[config.mk]
export PLATFORM = sky130hd
export DESIGN_NAME = soa_allocator
export DESIGN_NICKNAME = d
export VERILOG_FILES = /design/src/shared/soa_pkg.sv /design/src/shared/soa_store_if.sv /design/src/rtl/soa_param_store.sv /design/src/rtl/soa_allocator.sv
export SDC_FILE = /design/constraint.sdc
export NUM_CORES = 1
export LEC_CHECK = 0
export ABC_AREA = 1
export ABC_CLOCK_PERIOD_IN_PS = 1700
export BUFFER_PORTS_ARGS = -buffer_cell sky130_fd_sc_hd__buf_4
export CAP_MARGIN = 20
export CELL_PAD_IN_SITES_DETAIL_PLACEMENT = 1
export CELL_PAD_IN_SITES_GLOBAL_PLACEMENT = 2
export CORE_MARGIN = 2
export CORE_UTILIZATION = 35
export CTS_CLUSTER_SIZE = 14
export DETAILED_ROUTE_END_ITERATION = 12
export PLACE_DENSITY = 0.87
export SYNTH_ARGS = -nofsm -noshare
export SYNTH_HDL_FRONTEND = slang
export SYNTH_SLANG_ARGS = --single-unit
[constraint.sdc]
create_clock -name core_clk -period 1.7 [get_ports core_clk]
set_clock_uncertainty 0.05 [all_clocks]
set_input_delay 0.17 -clock core_clk [delete_from_list [all_inputs] [get_ports core_clk]]
set_output_delay 0.17 -clock core_clk [all_outputs]
set_load 0.05 [all_outputs]
[src/shared/soa_pkg.sv]
`default_nettype none
package soa_pkg;

  // ****************************************************************
  // Parameter word indices
  // ****************************************************************
  localparam logic [1:0] IDX_SEL_A    = 2'h0;
  localparam logic [1:0] IDX_SEL_B    = 2'h1;
  localparam logic [1:0] IDX_SEL_C    = 2'h2;
  localparam logic [1:0] IDX_POLARITY = 2'h3;
  localparam int unsigned NUM_WORDS   = 4;
  localparam logic [1:0] LAST_IDX     = 2'h3;

  // ****************************************************************
  // Factory values
  // ****************************************************************
  localparam logic [15:0] RST_SEL_A    = 16'h0200;
  localparam logic [15:0] RST_SEL_B    = 16'h0000;
  localparam logic [15:0] RST_SEL_C    = 16'h0000;
  localparam logic [15:0] RST_POLARITY = 16'h0000;

  // ****************************************************************
  // Status bit positions on status_in / status_valid
  // ****************************************************************
  localparam int unsigned ST_POS_DONE   = 0;
  localparam int unsigned ST_SPD_MATCH  = 1;
  localparam int unsigned ST_ROTATION   = 2;
  localparam int unsigned ST_SRV_READY  = 3;
  localparam int unsigned ST_TRQ_LIMIT  = 4;
  localparam int unsigned ST_SPD_LIMIT  = 5;
  localparam int unsigned ST_BRAKE      = 6;
  localparam int unsigned ST_WARNING    = 7;
  localparam int unsigned ST_NEAR       = 8;
  localparam int unsigned ST_PULSE_MULT = 9;
  localparam int unsigned NUM_STATUS    = 10;

  // ****************************************************************
  // Selector digit positions (digit n is bits 4n+3:4n)
  // ****************************************************************
  localparam int unsigned DIG_NEAR       = 0;
  localparam int unsigned DIG_PULSE_MULT = 2;
  localparam int unsigned DIG_WIDTH      = 4;
  localparam logic [3:0]  SEL_NONE       = 4'h0;
  localparam logic [3:0]  SEL_OUT1       = 4'h1;
  localparam logic [3:0]  SEL_OUT2       = 4'h2;
  localparam logic [3:0]  SEL_OUT3       = 4'h3;
  localparam int unsigned NUM_OUTS       = 3;
  localparam int unsigned NUM_INPUTS     = 8;

  // Load takes one read per word plus one capture cycle
  localparam int unsigned LOAD_CYCLES = NUM_WORDS + 1;

endpackage : soa_pkg
`default_nettype wire

[src/shared/soa_store_if.sv]
`timescale 1ns/100ps
`default_nettype none
interface soa_store_if;
  logic        wr_en;
  logic [1:0]  wr_addr;
  logic [15:0] wr_data;
  logic        rd_en;
  logic [1:0]  rd_addr;
  logic [15:0] rd_data;

  modport ctrl (output wr_en, output wr_addr, output wr_data,
                output rd_en, output rd_addr, input rd_data);
  modport mem  (input wr_en, input wr_addr, input wr_data,
                input rd_en, input rd_addr, output rd_data);
endinterface : soa_store_if
`default_nettype wire

[src/rtl/soa_param_store.sv]
`timescale 1ns/100ps
`default_nettype none
module soa_param_store (
  input  wire logic  core_clk,
  input  wire logic  store_rst_n,
  soa_store_if.mem   st
);

  // Survives rst_n on purpose: only store_rst_n restores factory values
  logic [15:0] mem_q [soa_pkg::NUM_WORDS];
  logic [15:0] mem_d [soa_pkg::NUM_WORDS];
  logic [15:0] rd_q;
  logic [15:0] rd_d;

  always_comb begin
    mem_d = mem_q;
    rd_d  = rd_q;
    if (st.wr_en) begin
      mem_d[st.wr_addr] = st.wr_data;
    end
    if (st.rd_en) begin
      rd_d = mem_q[st.rd_addr];
    end
  end

  always_ff @(posedge core_clk or negedge store_rst_n) begin
    if (!store_rst_n) begin
      mem_q[soa_pkg::IDX_SEL_A]    <= soa_pkg::RST_SEL_A;
      mem_q[soa_pkg::IDX_SEL_B]    <= soa_pkg::RST_SEL_B;
      mem_q[soa_pkg::IDX_SEL_C]    <= soa_pkg::RST_SEL_C;
      mem_q[soa_pkg::IDX_POLARITY] <= soa_pkg::RST_POLARITY;
      rd_q                         <= 16'h0000;
    end else begin
      mem_q <= mem_d;
      rd_q  <= rd_d;
    end
  end

  assign st.rd_data = rd_q;

endmodule : soa_param_store
`default_nettype wire

[src/rtl/soa_allocator.sv]
`timescale 1ns/100ps
`default_nettype none
module soa_allocator (
  input  wire logic        core_clk,
  input  wire logic        rst_n,
  input  wire logic        store_rst_n,
  input  wire logic        prm_wr_en,
  input  wire logic [1:0]  prm_addr,
  input  wire logic [15:0] prm_wr_data,
  input  wire logic        prm_rd_en,
  output var  logic [15:0] prm_rd_data,
  output var  logic        prm_rd_valid,
  input  wire logic [9:0]  status_in,
  input  wire logic [9:0]  status_valid,
  input  wire logic        sink_wiring,
  input  wire logic [7:0]  seq_in_raw,
  output var  logic [7:0]  seq_in_active,
  output var  logic [2:0]  seq_out,
  output var  logic [2:0]  output_status_monitor,
  output var  logic        cfg_ready
);

  // ****************************************************************
  // Types and state
  // ****************************************************************
  typedef enum logic [0:0] {SOA_LOAD, SOA_RUN} soa_state_e;

  soa_state_e  st_q, st_d;
  logic [1:0]  idx_q, idx_d;
  logic        pend_q, pend_d;
  logic [1:0]  pend_idx_q, pend_idx_d;
  logic        host_q, host_d;
  logic [15:0] act_q [soa_pkg::NUM_WORDS];
  logic [15:0] act_d [soa_pkg::NUM_WORDS];
  logic        rdv_q, rdv_d;
  logic        ready_q, ready_d;
  logic [2:0]  out_q, out_d;
  logic [2:0]  mon_q, mon_d;
  logic [7:0]  in_q, in_d;
  logic [2:0]  raw;
  logic [3:0]  dg;

  soa_store_if st ();

  soa_param_store u_store (
    .core_clk    (core_clk),
    .store_rst_n (store_rst_n),
    .st          (st)
  );

  // ****************************************************************
  // Selector lookup
  // ****************************************************************
  function automatic logic [3:0] soa_pick(input logic [15:0] wa,
                                          input logic [15:0] wb,
                                          input logic [15:0] wc,
                                          input int unsigned i);
    logic [3:0] r;
    r = soa_pkg::SEL_NONE;
    if (i < 4) begin
      r = wa[i*soa_pkg::DIG_WIDTH +: 4];
    end else if (i < 8) begin
      r = wb[(i-4)*soa_pkg::DIG_WIDTH +: 4];
    end else if (i == soa_pkg::ST_NEAR) begin
      r = wc[soa_pkg::DIG_NEAR*soa_pkg::DIG_WIDTH +: 4];
    end else if (i == soa_pkg::ST_PULSE_MULT) begin
      r = wc[soa_pkg::DIG_PULSE_MULT*soa_pkg::DIG_WIDTH +: 4];
    end
    return r;
  endfunction : soa_pick

  // ****************************************************************
  // Routing
  // ****************************************************************
  always_comb begin
    raw = 3'h0;
    dg  = soa_pkg::SEL_NONE;
    for (int unsigned i = 0; i < soa_pkg::NUM_STATUS; i++) begin
      dg = soa_pick(act_q[soa_pkg::IDX_SEL_A], act_q[soa_pkg::IDX_SEL_B],
                    act_q[soa_pkg::IDX_SEL_C], i);
      for (int unsigned k = 0; k < soa_pkg::NUM_OUTS; k++) begin
        // Zero and values above 3 hit no output
        if (status_valid[i] && status_in[i] && dg == 4'(k + 1)) begin
          raw[k] = 1'b1;
        end
      end
    end
  end

  // ****************************************************************
  // Load at power-up, host reads, outputs
  // ****************************************************************
  always_comb begin
    st_d       = st_q;
    idx_d      = idx_q;
    pend_d     = 1'b0;
    pend_idx_d = pend_idx_q;
    host_d     = 1'b0;
    act_d      = act_q;
    st.rd_en   = 1'b0;
    st.rd_addr = prm_addr;
    st.wr_en   = prm_wr_en;
    st.wr_addr = prm_addr;
    st.wr_data = prm_wr_data;
    // Only the load captures into the active set; writes never touch it
    if (pend_q && !host_q) begin
      act_d[pend_idx_q] = st.rd_data;
    end
    case (st_q)
      SOA_LOAD: begin
        st.rd_en   = 1'b1;
        st.rd_addr = idx_q;
        pend_d     = 1'b1;
        pend_idx_d = idx_q;
        idx_d      = idx_q + 2'h1;
        if (idx_q == soa_pkg::LAST_IDX) begin
          st_d = SOA_RUN;
        end
      end
      SOA_RUN: begin
        // Host reads are refused while loading
        if (prm_rd_en) begin
          st.rd_en = 1'b1;
          pend_d   = 1'b1;
          host_d   = 1'b1;
        end
      end
      default: begin
        st_d = SOA_LOAD;
      end
    endcase
    rdv_d   = pend_q && host_q;
    ready_d = (st_q == SOA_RUN);
    // Outputs stay off until the active set is complete
    out_d   = ready_q ? (raw ^ act_q[soa_pkg::IDX_POLARITY][2:0]) : 3'h0;
    mon_d   = out_d;
    in_d    = sink_wiring ? ~seq_in_raw : seq_in_raw;
  end

  always_ff @(posedge core_clk or negedge rst_n) begin
    if (!rst_n) begin
      st_q       <= SOA_LOAD;
      idx_q      <= 2'h0;
      pend_q     <= 1'b0;
      pend_idx_q <= 2'h0;
      host_q     <= 1'b0;
      for (int unsigned w = 0; w < soa_pkg::NUM_WORDS; w++) begin
        act_q[w] <= 16'h0000;
      end
      rdv_q      <= 1'b0;
      ready_q    <= 1'b0;
      out_q      <= 3'h0;
      mon_q      <= 3'h0;
      in_q       <= 8'h00;
    end else begin
      st_q       <= st_d;
      idx_q      <= idx_d;
      pend_q     <= pend_d;
      pend_idx_q <= pend_idx_d;
      host_q     <= host_d;
      act_q      <= act_d;
      rdv_q      <= rdv_d;
      ready_q    <= ready_d;
      out_q      <= out_d;
      mon_q      <= mon_d;
      in_q       <= in_d;
    end
  end

  assign prm_rd_data           = st.rd_data;
  assign prm_rd_valid          = rdv_q;
  assign cfg_ready             = ready_q;
  assign seq_out               = out_q;
  assign output_status_monitor = mon_q;
  assign seq_in_active         = in_q;

  logic [15:0] sa, sb, sc, pol;
  assign sa  = act_q[soa_pkg::IDX_SEL_A];
  assign sb  = act_q[soa_pkg::IDX_SEL_B];
  assign sc  = act_q[soa_pkg::IDX_SEL_C];
  assign pol = act_q[soa_pkg::IDX_POLARITY];
endmodule : soa_allocator
`default_nettype wire

==> qor.csv <==
stage;metric;value;unit
timing;fin_crit;1.49;ns
placed_design;dpl-instance-area;7250;um^2
run;maxCapViolCount;0;
worst_setup_path;timing.rr.end;u_store.st.rd_data[1];
cells_and_area;syn2layout_area_growth;27.3;%
synthesis;synth_seq_cells;143;
placed_design;io_buffers;83;
clock_tree;clock_latency;0.43;ns
power;irDropWorstVdd;0.000836;V
power;powerDensity;1200;nW/um^2
routing;avgRoutedWirePerCell;16.0;um
cells_and_area;post-route-util;45.2;%
synthesis;syn_avg_cell_area;8.52;um^2
worst_setup_path;r2r_slack;0.21;ns
synthesis;ys_async_sr_fraction;100;%
floorplan;die_h;139;um
cells_and_area;antenna_cells;0;
routing;drc_errors;0;
cells_and_area;design_area;8090;um^2
timing;finalSetupViolations;0;
worst_setup_path;start_kind;flip-flop;
timing;tightest_slew;0.431;ns
clock_tree;post_cts_buffers;0;
timing;slew_headroom;71.3;%
global_routing;overflow;0;
timing;finalHoldViolCount;0;
worst_setup_path;path_max_fanout;32;
worst_hold_path;hold_class;primary input to flip-flop;
cells_and_area;final-seq-area;3580;um^2
routing;vias_per_cell;4.91;
timing;fmax;673;MHz
synthesis;yosys_warnings;0;
synthesis;synth_ff_type;dfrtp_1;
synthesis;synth_largest_area_cell;dfrtp_1;
cells_and_area;multi_input_comb_area;2220;um^2
routing;first_iter_violations;320;
clock_tree;cts.sinks;143;
synthesis;synth_nets;799;
cells_and_area;num-nets-final;900;
worst_setup_path;crit_path_end_kind;flip-flop;
global_routing;grt_max_degree;35;
routing;vias;5345;
clock_tree;clk_pin_slew;0.06;ns
timing;setup_ws;0.215;ns
power;p_leak;4.03;nW
floorplan;std_cell_rows;49;
synthesis;yosysSeqAreaShare;56.3;%
synthesis;synth.top_cell.area_share;55.9;%
global_routing;grt_pass1_wl;28900;um
synthesis;synth_enable_flop_cells;0;
routing;postRouteAntennaNets;0;
cells_and_area;drive_gt1_share;16.4;%
placed_design;gp_congestion;0.797;
floorplan;initial_core_util;35.5;%
clock_tree;cts_tree;done;
worst_setup_path;startpoint;ready_d;
synthesis;synth_cell_types;28;
timing;rsz0062_at_grt;no;
floorplan;dieArea;19300;um^2
global_routing;grt_pass1_vias;5612;
floorplan;core_area;17900;um^2
worst_setup_path;crit_type;flip-flop to flip-flop;
clock_tree;htreeDepth;4;
floorplan;die-width;139;um
timing;fin_crit_sh;87.4;%
worst_setup_path;cp.arrival;1.76;ns
worst_hold_path;holdCritStartpoint;prm_wr_data[6];
worst_setup_path;ff2ff_path_depth;5;
synthesis;synthTopCellsByArea;dfrtp_1, nand2_1, o21ai_0;
routing;wl;17400;um
clock_tree;clockBufferDepth;2;
worst_setup_path;critPathRequiredTime;1.98;ns
worst_setup_path;setup.worst_path.end;u_store.st.rd_data[1];
timing;slew_viol_final;0;
cells_and_area;fillers;2095;
global_routing;antenna_found_initial;0;
timing;holdWs;0.0120;ns
status;status;complete, no violations;
synthesis;netlist_area;6350;um^2
global_routing;track_usage;18.9;%
clock_tree;cts-buffers-inserted;17;
timing;setup_tns;0;ns
clock_tree;cts_root_buf;clkbuf_16;
placed_design;dp_worst_setup_slack;0.228;ns
routing;dr.pass1.iters;4;
floorplan;io_pins;84;
worst_setup_path;r2r_start;ready_d;
placed_design;dp.final_hpwl;11900;um
synthesis;synth_cells;746;
[critical path, cell delays in order (launching register included)]
cell,delay [ns]
dfrtp_1,0.39
inv_2,0.15
or2_1,0.17
buf_4,0.34
nor2_1,0.08
a31oi_1,0.20
[placed cells by master, fill, tap and decap left out, types with 4 or more instances in the layout]
cell	instances
nand3_1	34
a31oi_1	16
nand2_1	163
o211ai_2	4
dlygate4sd3_1	19
o211ai_1	12
dfrtp_1	142
o21ai_0	121
inv_1	94
buf_4	95
o21ai_1	6
a21oi_1	19
clkbuf_16	17
buf_12	5
xor2_1	8
bufinv_16	5
nor2_1	75
[power by group]
group | leakage, nW | switching (W) | total [W] | internal (W)
Clock | 0.313 | 0.00142 | 0.00410 | 0.00267
Sequential | 1.79 | 0.000279 | 0.00408 | 0.00380
Combinational | 1.93 | 0.00102 | 0.00157 | 0.000550
Total | 4.03 | 0.00272 | 0.00974 | 0.00702
[layout make-up]
type,count,area share (%)
clock buffers,21,5.69
clock inverters,10,2.29
inverters,95,4.41
multi-input cells,471,27.4
flip-flops and latches,143,44.3
well taps,229,3.54
repair buffers,119,12.4
[state kept, by name, indices dropped and copies added (netlist names)]
register and flops:
pol 3, output_status_monitor 3, prm_rd_valid 1, host_q 1, pend_idx_q 2, cfg_ready 1
idx_q 2, sc 8, seq_in_active 8, ready_d 1, u_store.mem_q 64, u_store.st.rd_data 16
sa 16, pend_q 1, sb 16
[worst min path at each step]
| stage | cells after the start | endpoint | slack, ns |
|---|---|---|---|
| after detailed placement | 1 | ready_d | 0.09 |
| final | 3 | u_store.mem_q[54] | 0.01 |
| after floorplan | 0 | cfg_ready | -0.18 |
| after global placement | 1 | ready_d | 0.07 |
| after CTS | 3 | u_store.mem_q[58] | 0.005 |
| after global routing | 3 | u_store.mem_q[18] | 0.02 |
[Yosys cell counts (4+ instances only)]
cell	count
buf_2	5
xor2_1	8
o21ai_0	121
inv_1	94
a31oi_1	16
o211ai_2	4
nand3_1	34
o211ai_1	12
clkbuf_1	21
nand2_1	163
dfrtp_1	142
buf_6	5
o21ai_1	6
buf_4	5
nor2_1	75
a21oi_1	19
[stage by stage]
stage / total power, W / cells
2_1_floorplan: 0.00503 / 746
3_3_place_gp: 0.00559 / 1038
3_5_place_dp: 0.00566 / 1038
4_1_cts: 0.00984 / 1088
5_1_grt: 0.0102 / 1088
6_report: 0.00974 / 1088
[logic make-up after synthesis]
family | Yosys count | synth area share (%)
buffers and inverters | 132 | 8.78
flip-flops | 143 | 56.3
adder cells (fa/ha/maj) | 1 | 0.197
AND/OR/NAND/NOR | 282 | 17.9
XOR/XNOR | 9 | 1.24
AO/OA/AOI/OAI | 179 | 15.5
[repair_timing]
| item | in CTS | in global routing |
|---|---|---|
| endpoints found under the hold margin | 69 | 0 |
| hold buffers | 19 | 0 |
| resized for setup | 0 | 0 |
[routing by layer]
layer	wire, um	track usage [%]	share of wire (%)
met2	8780	32.4	50
met4	251	6.59	1.4
met5	0	0	0
met1	7900	24.1	45
met3	472	3.45	2.7
Note: power is estimated with default switching activity, not from simulation.
